===== config.mk =====
export PLATFORM = sky130hd
export DESIGN_NAME = pmo_port
export DESIGN_NICKNAME = d
export VERILOG_FILES = /design/src/hw/pmo_port.v /design/src/hw/pmo_slot_check.v
export VERILOG_INCLUDE_DIRS = /design/src /design/src/hw
export SDC_FILE = /design/constraint.sdc
export NUM_CORES = 1
export LEC_CHECK = 0
export ABC_AREA = 1
export BUFFER_PORTS_ARGS = -buffer_cell sky130_fd_sc_hd__buf_4
export CORE_ASPECT_RATIO = 1.75
export CORE_MARGIN = 2
export CORE_UTILIZATION = 50
export CTS_CLUSTER_DIAMETER = 40
export CTS_CLUSTER_SIZE = 12
export DETAILED_ROUTE_END_ITERATION = 8
export PLACE_DENSITY = 0.74
export RECOVER_POWER = 25
export SETUP_SLACK_MARGIN = 0.3
export SLEW_MARGIN = 10
export SYNTH_ARGS = -nofsm -noshare
export SYNTH_HDL_FRONTEND = slang
export SYNTH_SLANG_ARGS = --single-unit

===== constraint.sdc =====
create_clock -name clock -period 5.1 [get_ports clock]
set_clock_uncertainty 0.2 [all_clocks]
set_input_delay 1.02 -clock clock [delete_from_list [all_inputs] [get_ports clock]]
set_output_delay 1.02 -clock clock [all_outputs]
set_load 0.03 [all_outputs]

===== src/hw/pmo_regs.vh =====
`ifndef PMO_REGS_VH
`define PMO_REGS_VH
// Code word width, two's complement
`define PMO_CODE_W        32
// Number of code slots per block
`define PMO_SLOTS         5
// Largest magnitude in slot one
`define PMO_MAX_SLOT1     32'h3B9AC9FF
// Largest magnitude in slots two to five
`define PMO_MAX_SLOTN     32'h0000270F
// Subprogram call and return codes
`define PMO_CODE_CALL     32'h00000062
`define PMO_CODE_RETURN   32'h00000063
// State codes
`define PMO_ST_IDLE       2'h0
`define PMO_ST_WAIT       2'h1
`define PMO_ST_DROP       2'h2
`endif


===== src/hw/pmo_port.v =====
`timescale 1ns/1ns
`include "pmo_regs.vh"
module pmo_port #(
    parameter CODE_W = `PMO_CODE_W                        // Bits in one code word
) (
    input  wire                         clock,         // System clock
    input  wire                         arst_n,        // Async reset, active low
    input  wire                         blk_valid,     // Block offered
    input  wire [`PMO_SLOTS-1:0]        blk_used,      // Slots commanded in block
    input  wire [`PMO_SLOTS*CODE_W-1:0] blk_codes,     // Slot i in word i
    output reg                          blk_ready,     // Block taken this cycle
    output reg                          blk_error,     // Last block had out-of-range code
    output reg  [CODE_W-1:0]            code1_word,    // Slot one code
    output reg  [CODE_W-1:0]            code2_word,    // Slot two code
    output reg  [CODE_W-1:0]            code3_word,    // Slot three code
    output reg  [CODE_W-1:0]            code4_word,    // Slot four code
    output reg  [CODE_W-1:0]            code5_word,    // Slot five code
    output reg                          code1_strobe,  // Slot one strobe
    output reg                          code2_strobe,  // Slot two strobe
    output reg                          code3_strobe,  // Slot three strobe
    output reg                          code4_strobe,  // Slot four strobe
    output reg                          code5_strobe,  // Slot five strobe
    input  wire                         ops_complete,  // Shared completion from far side
    output reg                          busy           // Block in progress
);
    // Sequencer states
    localparam [1:0] ST_IDLE = `PMO_ST_IDLE;  // Waiting for a block
    localparam [1:0] ST_WAIT = `PMO_ST_WAIT;  // Strobes out, completion awaited
    localparam [1:0] ST_DROP = `PMO_ST_DROP;  // Completion must fall again

    // Sequencer and slot decode
    reg  [1:0]            state_q;     // Sequencer state
    reg  [1:0]            state_d;     // Next sequencer state
    wire [`PMO_SLOTS-1:0] ok;          // Slot range check results
    wire [`PMO_SLOTS-1:0] sub;         // Slot subprogram flags
    wire [`PMO_SLOTS-1:0] send;        // Slots to strobe
    wire                  bad;         // Any used slot out of range
    wire                  take;        // Block accepted at this edge
    wire                  finish;      // Completion seen while waiting

    // Pick one code word out of the packed block
    function [CODE_W-1:0] slot_word;
        input [`PMO_SLOTS*CODE_W-1:0] codes;  // Packed block
        input integer                 idx;    // Slot index from zero
        begin
            slot_word = codes[idx*CODE_W +: CODE_W];
        end
    endfunction

    // Magnitude limit: wide first slot, narrow others
    function [CODE_W-1:0] slot_limit;
        input integer idx;                    // Slot index from zero
        begin
            if (idx == 0) begin
                slot_limit = `PMO_MAX_SLOT1;
            end else begin
                slot_limit = `PMO_MAX_SLOTN;
            end
        end
    endfunction

    // Per-slot checks, one judge per code slot
    genvar i;
    generate
        for (i = 0; i < `PMO_SLOTS; i = i + 1) begin : g_chk
            // Range and subprogram judge for slot i
            pmo_slot_check #(
                .CODE_W     (CODE_W)
            ) u_chk (
                .code       (slot_word(blk_codes, i)),
                .max_mag    (slot_limit(i)),
                .in_range   (ok[i]),
                .is_subprog (sub[i])
            );
        end
    endgenerate

    // Subprogram codes are consumed here, never strobed
    assign send   = blk_used & ~sub;
    // One bad magnitude rejects the whole block
    assign bad    = |(blk_used & ~ok);
    // Ready gates a retake while the source still holds valid
    assign take   = (state_q == ST_IDLE) && blk_valid && !blk_ready;
    // Completion only counts while strobes stand
    assign finish = (state_q == ST_WAIT) && ops_complete;

    // Next state; completion is a level handshake,
    // so it must be seen high, then low, before the next block
    always @* begin
        state_d = state_q;
        case (state_q)
            ST_IDLE: begin
                // Blocks with nothing to strobe stay idle
                if (take && !bad && (send != {`PMO_SLOTS{1'b0}})) begin
                    state_d = ST_WAIT;
                end
            end
            ST_WAIT: begin
                // Far side reports all strobed work done
                if (finish) begin
                    state_d = ST_DROP;
                end
            end
            ST_DROP: begin
                // Stale completion must not end the next block
                if (!ops_complete) begin
                    state_d = ST_IDLE;
                end
            end
            default: begin
                // Unused code falls back to idle
                state_d = ST_IDLE;
            end
        endcase
    end

    // Sequencer state register
    always @(posedge clock or negedge arst_n) begin
        if (!arst_n) begin
            // Nothing in progress after reset
            state_q <= ST_IDLE;
        end else begin
            state_q <= state_d;
        end
    end

    // Acknowledge pulse, error flag and busy level
    always @(posedge clock or negedge arst_n) begin
        if (!arst_n) begin
            // Quiet handshake after reset
            blk_ready <= 1'b0;
            blk_error <= 1'b0;
            busy      <= 1'b0;
        end else begin
            // Ready is a one-cycle pulse per taken block
            blk_ready <= take;
            if (take) begin
                // Error reports the block just taken
                blk_error <= bad;
            end
            // Busy follows the sequencer's next state
            busy <= (state_d != ST_IDLE);
        end
    end

    // Code words: load issued slots, hold the rest
    always @(posedge clock or negedge arst_n) begin
        if (!arst_n) begin
            // Words start cleared
            code1_word <= {CODE_W{1'b0}};
            code2_word <= {CODE_W{1'b0}};
            code3_word <= {CODE_W{1'b0}};
            code4_word <= {CODE_W{1'b0}};
            code5_word <= {CODE_W{1'b0}};
        end else if (take && !bad) begin
            // All slots of the block land on one edge
            // Slot one
            if (send[0]) begin
                code1_word <= slot_word(blk_codes, 0);
            end
            // Slot two
            if (send[1]) begin
                code2_word <= slot_word(blk_codes, 1);
            end
            // Slot three
            if (send[2]) begin
                code3_word <= slot_word(blk_codes, 2);
            end
            // Slot four
            if (send[3]) begin
                code4_word <= slot_word(blk_codes, 3);
            end
            // Slot five
            if (send[4]) begin
                code5_word <= slot_word(blk_codes, 4);
            end
        end
    end

    // Strobes: raised on take, dropped when completion arrives.
    // They stand as levels, so the far side may sample at leisure;
    // a slot not commanded in this block keeps its strobe low.
    always @(posedge clock or negedge arst_n) begin
        if (!arst_n) begin
            // No strobe after reset
            code1_strobe <= 1'b0;
            code2_strobe <= 1'b0;
            code3_strobe <= 1'b0;
            code4_strobe <= 1'b0;
            code5_strobe <= 1'b0;
        end else if (take && !bad) begin
            // Only slots commanded and not consumed here
            code1_strobe <= send[0];
            code2_strobe <= send[1];
            code3_strobe <= send[2];
            code4_strobe <= send[3];
            code5_strobe <= send[4];
        end else if (finish) begin
            // Completion seen: withdraw every strobe
            code1_strobe <= 1'b0;
            code2_strobe <= 1'b0;
            code3_strobe <= 1'b0;
            code4_strobe <= 1'b0;
            code5_strobe <= 1'b0;
        end
    end
endmodule // pmo_port


===== src/hw/pmo_slot_check.v =====
`timescale 1ns/1ns
`include "pmo_regs.vh"
// Judges one slot: in range and not a subprogram code
module pmo_slot_check #(
    parameter CODE_W = `PMO_CODE_W         // Bits in one code word
) (
    input  wire [CODE_W-1:0] code,         // Signed code value
    input  wire [CODE_W-1:0] max_mag,      // Largest allowed magnitude
    output wire              in_range,     // Magnitude within limit
    output wire              is_subprog    // Call or return code
);
    wire [CODE_W-1:0] mag;                 // Absolute value
    wire [CODE_W-1:0] one;                 // Constant one at word width

    assign one = {{(CODE_W-1){1'b0}}, 1'b1};
    // Negative codes are folded to their magnitude
    assign mag = code[CODE_W-1] ? (~code + one) : code;
    // Limit is inclusive; most negative word always fails
    assign in_range = (mag <= max_mag);
    // Call and return codes never reach the far side
    assign is_subprog = (code == `PMO_CODE_CALL) || (code == `PMO_CODE_RETURN);
endmodule // pmo_slot_check


---- Yosys cells after proc, flatten, opt, wreduce, memory -nomap -nowiden ----
Index checks and enable logic that the tools add are counted.
word-level totals
  word-level logic and storage cells ...... 82
  output and inout bits ................... 168
  bits in registers ....................... 170
  input bits .............................. 169
operators by class
  bitwise operators ....................... 9
  order comparisons ....................... 5
  muxes and demuxes ....................... 15
  reductions and logical operators ........ 22
  add/sub/neg operators ................... 5
  eq/ne operators ......................... 12
operator list
  cell                                                                                 number
  32-bit by 7-bit == test with 1-bit output (second input constant)                    10
  32-bit by 1-bit adder with 32-bit output (second input constant)                     5
  32-bit two-way mux                                                                   5
  32-bit inverter                                                                      5
  32-bit by 14-bit less-or-equal comparator with 1-bit output (second input constant)  4
  32-bit by 30-bit less-or-equal comparator with 1-bit output (second input constant)  1
  5-bit bitwise AND                                                                    2
  5-bit inverter                                                                       2
  2-bit AND reduction                                                                  5
  1-bit two-way mux                                                                    6
  2-bit two-way mux                                                                    3
  2-bit one-hot mux with 3 select lines                                                1
  1-bit logical AND                                                                    5
  1-bit logical OR                                                                     5
  5-bit nonzero test                                                                   1
  5-bit OR reduction                                                                   1
  2-bit nonzero test                                                                   2
  2-bit by 1-bit == test with 1-bit output (second input constant)                     1
  2-bit == test (second input constant)                                                1
  1-bit logical NOT                                                                    2
  2-bit logical NOT                                                                    1

---- Logic depth before layout (Yosys ltp) ----
Gate-level depths: netlist of the first run.
  depth in word-level cells ............... 13
  gate-level depth with buffers ........... 22

---- By module ----
From an unflattened synthesis of the first run, not the netlist that was laid out.
second synthesis, totals
  cells, all modules ...................... 2409
  area total of the unflattened synthesis .. 16756.1 µm²
by module, submodules not included
  module                               cells each  times used  area an instance (µm²)
  pmo_slot_check (g_chk[0].u_chk ...)  328         4           1946.9
  pmo_port                             787         1           7119.3
  pmo_slot_check (g_chk[2].u_chk)      310         1           1849.3

---- Worst setup path before layout of the first run ----
Ideal clock, no wire load.
  path type ............................... input-to-reg
  from .................................... input port blk_codes[128]
  to ...................................... register code5_word[0]
  arrival ................................. 3085 ps
  stages .................................. 18
  required time ........................... 4835 ps
  path slack .............................. 1750 ps
  buffers on the path ..................... 2
  path through ............................ inv_1 > ha_1 > nand2_1 > o21ai_2 > nand2_1 > xor2_1 > nand3_1 > nor2_1 > nand2_1 > nor2_1 > nand3_1 > nand2_2 > inv_2 > nor2_8 > buf_6 > buf_6 > nand4_1 > nand2_1
between the ends
  word-level cells in the longest chain between the ends .. 10
  elaborated cells on any way between the ends .. 15
  classes of those cells .................. add/sub (1); order compare (1); eq/ne (2); mux (1); bitwise (5); reduce/logical (5)
RTL lines
  item                                                         line                 text
  from (decl)                                                  pmo_port.v:10        input wire [`PMO_SLOTS*CODE_W-1:0] blk_codes,
  32-bit inverter                                              pmo_slot_check.v:17  assign mag = code[CODE_W-1] ? (~code + one) : code;
  32-bit by 1-bit adder with 32-bit output                     pmo_slot_check.v:17
  32-bit two-way mux                                           pmo_slot_check.v:17
  32-bit by 14-bit less-or-equal comparator with 1-bit output  pmo_slot_check.v:19  assign in_range = (mag <= max_mag);
  5-bit inverter                                               pmo_port.v:81        assign bad = |(blk_used & ~ok);
  5-bit bitwise AND                                            pmo_port.v:81
  5-bit OR reduction                                           pmo_port.v:81
  1-bit logical NOT                                            pmo_port.v:155       end else if (take && !bad) begin
  1-bit logical AND                                            pmo_port.v:155
  2-bit AND reduction (no source line)                         -
  to (signal assigned)                                         pmo_port.v:154       code5_word <= {CODE_W{1'b0}};
  to (signal assigned)                                         pmo_port.v:175       code5_word <= slot_word(blk_codes, 4);
  to (decl)                                                    pmo_port.v:17        output reg [CODE_W-1:0] code5_word,
Several ways; a longest one is shown, not always the timed one.
A chain may end at the register's enable or synchronous reset.

---- Worst setup path in the final report of the first run ----
  from .................................... input port blk_codes[128]
  to ...................................... register code3_word[24]
between the ends
  word-level cells in the longest chain between the ends .. 10
RTL lines
  item                                                             line                 text
  32-bit inverter                                                  pmo_slot_check.v:17
  32-bit by 1-bit adder with 32-bit output                         pmo_slot_check.v:17
  32-bit two-way mux (*)                                           pmo_slot_check.v:17
  32-bit by 14-bit less-or-equal comparator with 1-bit output (*)  pmo_slot_check.v:19
  5-bit inverter (*)                                               pmo_port.v:81
  5-bit bitwise AND (*)                                            pmo_port.v:81
  5-bit OR reduction (*)                                           pmo_port.v:81
  1-bit logical NOT (*)                                            pmo_port.v:155
  1-bit logical AND (*)                                            pmo_port.v:155
  2-bit AND reduction (no source line) (*)                         -
  to (signal assigned)                                             pmo_port.v:152       code3_word <= {CODE_W{1'b0}};
  to (signal assigned)                                             pmo_port.v:167       code3_word <= slot_word(blk_codes, 2);
  to (decl)                                                        pmo_port.v:15        output reg [CODE_W-1:0] code3_word,
Every way passes the cells marked *; elsewhere a longest branch is shown, timed or not.

==> key figures, run 1 <==
Global routing
  – Global-route wire length before repair: 67,610 µm
  – Vias in the first global route: between 10,000 and 15,000
  – Total track usage: 0.3380
  – Initial antenna violation count: 0
  – Largest net degree at the start of global routing: 90
  – Grt ovf: 0

Outcome
  – Status: finished with violations
  – Failing checks: max-capacitance violations, max-slew violations

Placement
  – DP HPWL: roughly 33,000 µm
  – Gpl congestion: roughly 1
  – IO buf count: approximately 340
  – Placed cell areas: approximately 15,000 µm²
  – Pre-CTS WS: roughly 0.66 ns

Worst setup path
  – Slowest Stage Delay on Critical Path: approximately 0.50 ns
  – WP buf/inv: 3
  – CP most frequent cell: nand2_1
  – Worst-path fanout max: 37
  – Worst-path cell with the longest stage delay: nor2_8
  – WS Path Type: input pin to register
  – Crit path depth: 17
  – Critical Path Start: blk_codes[128]
  – RR Startpoint: state_q[0]
  – Setup crit end: code3_word[24]
  – CP Launch Type: input pin
  – CP delay by family, top: simple AND/OR/NAND/NOR gates
  – FF-to-FF path depth: 9
  – Crit end category: register
  – Critical path required time: around 5.3 ns
  – R2R setup slack: roughly 2.3 ns
  – CP arrival: approximately 4.2 ns
  – Critical R2R Capture: code3_word[24]
  – CP Cell Sequence: buf_4, inv_1, ha_1, nand2_1, o21ai_2, nand2_1, xor2_1, nand3_1, nor2_1, nand2_1, nor2_1, nand3_1, nand2_2, inv_2, nor2_8, nand4_4, nand2_1

Pwr
  – Clk pwr share: 0.234
  – Pleak: between 0.008 and 0.009 µW
  – Peak supply drop: around 0.29 mV
  – Seq pwr share: 0.349
  – Sw Share: 0.4283
  – Comb pwr share: 0.417
  – PwrDens: 360.3 nW/µm²
  – Sw Pwr: 2374 µW
  – Internal cell power: 3169 µW

Min path
  – Hold crit path type: register to register

Yosys
  – Synth Net Count: 2,049
  – Post-Synthesis Cells: between 1,500 and 2,000
  – Sequential fraction of the synthesis area: 0.3520
  – Synthesis Warnings: 0
  – Number of enable flip-flop cells after synthesis: 0
  – Yosys top cell by area: dfrtp_1
  – Mapped Area: 12,090 µm²
  – #FFs+latches synth: 170
  – Top-count cell post-synth: nand2_1
  – FFs w/ async S/R, synth: 1.000
  – Largest cells by area after synthesis: dfrtp_1 (35%), nand2_1 (23%), nand4_1 (7.4%), nor2_1 (7.0%), nand3_1 (6.5%)
  – Unique masters post-synth: 38
  – Post-synth top flop: dfrtp_1
  – Post-synth top area share: 0.3520
  – Post-synth top cells: nand2_1 (735), nor2_1 (224), dfrtp_1 (170)
  – Syn avg cell area: 6.480 µm²

Timing
  – Max Fclk: around 250 MHz
  – Setup-failing EPs final: 0
  – Slew Limit Fails: 89
  – Final WS setup: about 1.1 ns
  – Final-report hold violation count: 0
  – Period utilization: 0.7866
  – Slew margin rel.: -0.5259
  – Fin crit period: 4.012 ns
  – Unrepaired setup endpoints after global routing: false
  – Sum Neg Setup Slack: 0 ns
  – Worst-margin pin slew: about 2.3 ns

Clock network
  – CTS Buf Count: 17
  – Max H-tree Level: 4
  – Sink Count: 170
  – Clock Tree Root: clkbuf_16
  – Post_cts resized: 0
  – Hold buffer count at cts: 0
  – Max clock buf depth: 2
  – Post-CTS setup repair buffer count: 0
  – Clock-pin slew on the worst setup and hold paths: 0.07 ns
  – CTS tree: built
  – Clk_lat worst skew: 0.46 ns

Final layout
  – Diode count: 0
  – Share of layout cells above drive strength 1: 0.1927
  – Final nets: between 2,000 and 2,500
  – Area grow syn2layout: 27.30%
  – Post-route design area: roughly 15,000 µm²

Routing
  – DRT antenna net count: 0
  – Residual DRC: 0
  – Drt total wl: 43,030 µm
  – Starting DRT DRC Count: 1,128
  – Drt pass-1 iters: 6
  – Routed length per instance: about 17 µm
  – Vias after detailed routing: 13,760
  – Average vias per placed instance: roughly 5.5

Job
  – Max_cap viols: 1

Floorplanning
  – Die Wd: 121.5 µm
  – Die ar.: approximately 25,000 µm²
  – I/O Pins: between 300 and 400
  – Die H: 209.7 µm
  – Starting density of the core: 0.5070
  – Core ar.: approximately 24,000 µm²
  – Row count: 75
cell families after synthesis:
kind of cell | count (synthesis) | synth area share
DFF | 170 | 0.3520
xor gates and xnor gates | 41 | 0.02971
adders and majority gates | 15 | 0.01553
AOI/OAI and AO/OA | 86 | 0.04017
and+or+nand+nor | 1332 | 0.4849
buffers and inverters | 221 | 0.07765
worst min path at each step:
stage	slack, ns	from	cells after the start	end
after floorplan	0.35	state_q[0]	2	state_q[0]
after global placement	0.26	code4_word[8]	2	code4_word[8]
after detailed placement	0.27	code5_word[24]	2	code5_word[24]
after CTS	0.29	code1_word[23]	2	code1_word[23]
after global routing	0.30	code5_word[21]	2	code5_word[21]
final	0.28	code1_word[10]	2	code1_word[10]
cells in the final DEF (no fill, tap or decap), types with 3 or more instances in the layout:
| master | instances |
|---|---|
| o211ai_1 | 7 |
| o21ai_0 | 40 |
| xor2_1 | 35 |
| nor3_1 | 12 |
| o21ai_1 | 13 |
| dfrtp_1 | 170 |
| inv_8 | 3 |
| nand4_1 | 142 |
| nor2_2 | 9 |
| buf_4 | 345 |
| nor4_1 | 6 |
| clkinv_1 | 3 |
| nand4_4 | 3 |
| nand3b_1 | 25 |
| inv_6 | 7 |
| clkbuf_16 | 17 |
| nand3_1 | 158 |
| a21oi_1 | 10 |
| nor2_1 | 224 |
| o21ai_2 | 3 |
| nand2_2 | 5 |
| xnor2_1 | 6 |
| inv_1 | 148 |
| a31oi_2 | 3 |
| buf_12 | 3 |
| a31oi_1 | 3 |
| ha_1 | 15 |
| nand2_1 | 735 |
| nor2_4 | 3 |
| nand4_2 | 5 |
power groups by stage:
stage	sequential [µW]	clock, µW	combinational, µW
4_1_cts	1930	1310	2320
5_1_grt	1970	1370	2480
2_1_floorplan	2620	0	608
6_report	1930	1290	2310
3_5_place_dp	1950	0	2320
3_3_place_gp	1940	0	2290
tightest hold or removal path, stage by stage (launching register included):
cell	delay [ns]
dfrtp_1	0.35
nand2_1	0.05
nand2_1	0.05
per-stage QoR:
stage | std cells | power (µW) | utilization | hold slack, ns
floorplan | 1865 | 3225 | - | 0.3464
global placement | 2456 | 4230 | 0.6214 | 0.2639
detailed placement | 2456 | 4262 | 0.6214 | 0.2667
CTS | 2488 | 5564 | 0.6459 | 0.2866
global route | 2488 | 5815 | 0.6455 | 0.2969
finish | 2488 | 5543 | 0.6455 | 0.2811
registers in the layout, indices dropped and copies added (netlist names):
signal	count
code1_word	32
code2_word	32
code3_word	32
code4_word	32
code5_word	32
state_q	2
blk_error	1
blk_ready	1
busy	1
code1_strobe	1
code2_strobe	1
code3_strobe	1
code4_strobe	1
code5_strobe	1
layer usage:
layer | GRT usage | part of all wire | vias to the layer above | wire (µm)
li1 | - | - | 6676 | -
met1 | 0.3756 | 0.36 | 6347 | 15560
met2 | 0.6073 | 0.52 | 612 | 22430
met3 | 0.06304 | 0.069 | 125 | 2979
met4 | 0.1696 | 0.048 | 0 | 2049
met5 | 0 | 0 | - | 0
final cells by class:
class,count,area [µm²]
fillers,2274,8451
multi-input cells,1474,6920
flip-flops and latches,170,4254
repair buffers,351,2666
inverters,153,574.3
clock buffers,18,439.2
well taps,308,385.4
clock inverters,14,145.1
Power figures use the tool's default switching activity.
==> inputs of run 2 (changes only) <==
Clock period 5.1 ns to 4 ns, I/O delays scaled along.
==> key figures, run 2 (same netlist as run 1, synthesis figures left out) <==
Clock network
  – Clock Tree Root: clkbuf_16
  – CTS Buf Count: 17
  – Sink Count: 170
  – CTS tree: built
  – Clock-pin slew on the worst setup and hold paths: 0.08 ns
  – Clk_lat worst skew: roughly 0.44 ns
  – Max H-tree Level: 4
  – Max clock buf depth: 2

Routing
  – Drt total wl: between 40,000 and 50,000 µm
  – Drt pass-1 iters: 6
  – DRT antenna net count: 0
  – Vias after detailed routing: about 14,000
  – Routed length per instance: approximately 17 µm
  – Residual DRC: 0
  – Starting DRT DRC Count: roughly 870
  – Average vias per placed instance: ~5.4

Floorplanning
  – Die ar.: roughly 25,000 µm²
  – Starting density of the core: 0.5070
  – Core ar.: 23,840 µm²
  – I/O Pins: ~340
  – Die H: around 210 µm
  – Die Wd: between 100 and 150 µm
  – Row count: 75

Job
  – Max_cap viols: 1

Pwr
  – Pleak: 0.008702 µW
  – Peak supply drop: roughly 0.34 mV
  – PwrDens: around 460 nW/µm²

Timing
  – Setup-failing EPs final: 0
  – Worst-margin pin slew: 2.488 ns
  – Final-report hold violation count: 0
  – Slew margin rel.: -0.6587
  – Max Fclk: 295.1 MHz
  – Period utilization: 0.8473
  – Fin crit period: approximately 3.4 ns
  – Unrepaired setup endpoints after global routing: false
  – Sum Neg Setup Slack: 0 ns
  – Slew Limit Fails: 99

Global routing
  – Initial antenna violation count: 0
  – Global-route wire length before repair: roughly 67,000 µm
  – Grt ovf: 0
  – Total track usage: 0.3310
  – Largest net degree at the start of global routing: 100
  – Vias in the first global route: between 10,000 and 15,000

Final layout
  – Commonest non-fill, non-tap cell in the layout: nand2_1
  – Most frequent cells in the layout: nand2_1 (735), buf_4 (353), nor2_1 (223)
  – Fin cells: between 2,000 and 3,000
  – Area grow syn2layout: 28.92%
  – Final nets: 2,363
  – Post-route design area: between 15,000 and 20,000 µm²
  – Diode count: 0
  – Share of layout cells above drive strength 1: 0.1975

Placement
  – Placed insts: 2,468
  – DP HPWL: approximately 33,000 µm
  – Gpl congestion: approximately 0.97
  – Placed cell areas: roughly 15,000 µm²
  – IO buf count: between 300 and 400

Worst setup path
  – Critical path required time: 4.17 ns
  – CP arrival: ~3.6 ns
  – Worst-path fanout max: 23
  – CP Launch Type: input pin
  – R2R setup slack: ~1.6 ns
  – Crit end category: register
  – WS Path Type: input pin to register

Min path
  – Hold crit path type: register to register

Outcome
  – Failing checks: max-capacitance violations, max-slew violations
  – Status: finished with violations
run 2: per-layer routing:
metal,GRT usage,share of wire,up-vias
li1,-,-,6675
met1,0.3604,0.36,6322
met2,0.5988,0.53,498
met3,0.08043,0.069,108
met4,0.1470,0.045,0
met5,0,0,-
run 2: cell type report:
class / instances / area (µm²)
clock buffer: 17 / 425.4
clock inverter: 15 / 191.4
fill: 2294 / 8255
inverter: 153 / 574.3
multi-input combinational: 1474 / 6930
sequential: 170 / 4254
tap: 308 / 385.4
timing repair buffer: 363 / 2819
run 2: where the power goes:
part / switching, µW / leakage (µW) / internal, µW
logic: 1920 / 0.00613 / 1030
clock network: 848 / 0.000300 / 856
registers: 307 / 0.00228 / 2170
total: 3080 / 0.00870 / 4060
run 2: final timing paths:
path / startpoint / endpoint / cells past startpoint
max: blk_codes[128] / code2_word[22] / 17
min: code1_word[9] / code1_word[9] / 2
max reg2reg: state_q[0] / code2_word[22] / 10
min reg2reg: code1_word[9] / code1_word[9] / 2
max in group asynchronous: arst_n / code5_word[24] / 2
min in group asynchronous: arst_n / code1_word[14] / 1
run 2: critical path: stages:
cell and delay (ns):
buf_4 0.12, inv_1 0.11, ha_1 0.18, nand4_1 0.16, o21ai_2 0.37, nand3_2 0.14
nor2_1 0.16, xor2_1 0.16, nand2_1 0.06, nor2_1 0.08, nand3_1 0.12, nand2_2 0.20
inv_2 0.09, nor2_8 0.19, buf_12 0.20, nand4_4 0.26, nand2_1 0.16
run 2: stage by stage:
step | util | hold WS (ns) | setup WS [ns] | total power (µW)
after global placement | 0.6278 | 0.2645 | 0.1787 | 5418
after detailed placement | 0.6278 | 0.2670 | 0.1233 | 5455
after floorplan | - | 0.3044 | 0.8700 | 4111
after CTS | 0.6536 | 0.2835 | 0.5958 | 7173
after global routing | 0.6536 | 0.3017 | 0.2908 | 7496
final | 0.6536 | 0.2834 | 0.6109 | 7137
run 2: timing repair:
action,4_1_cts,5_1_grt
hold buffers,0,0
setup buffers,0,0
setup endpoints to repair,0,63
gates resized for setup,0,2
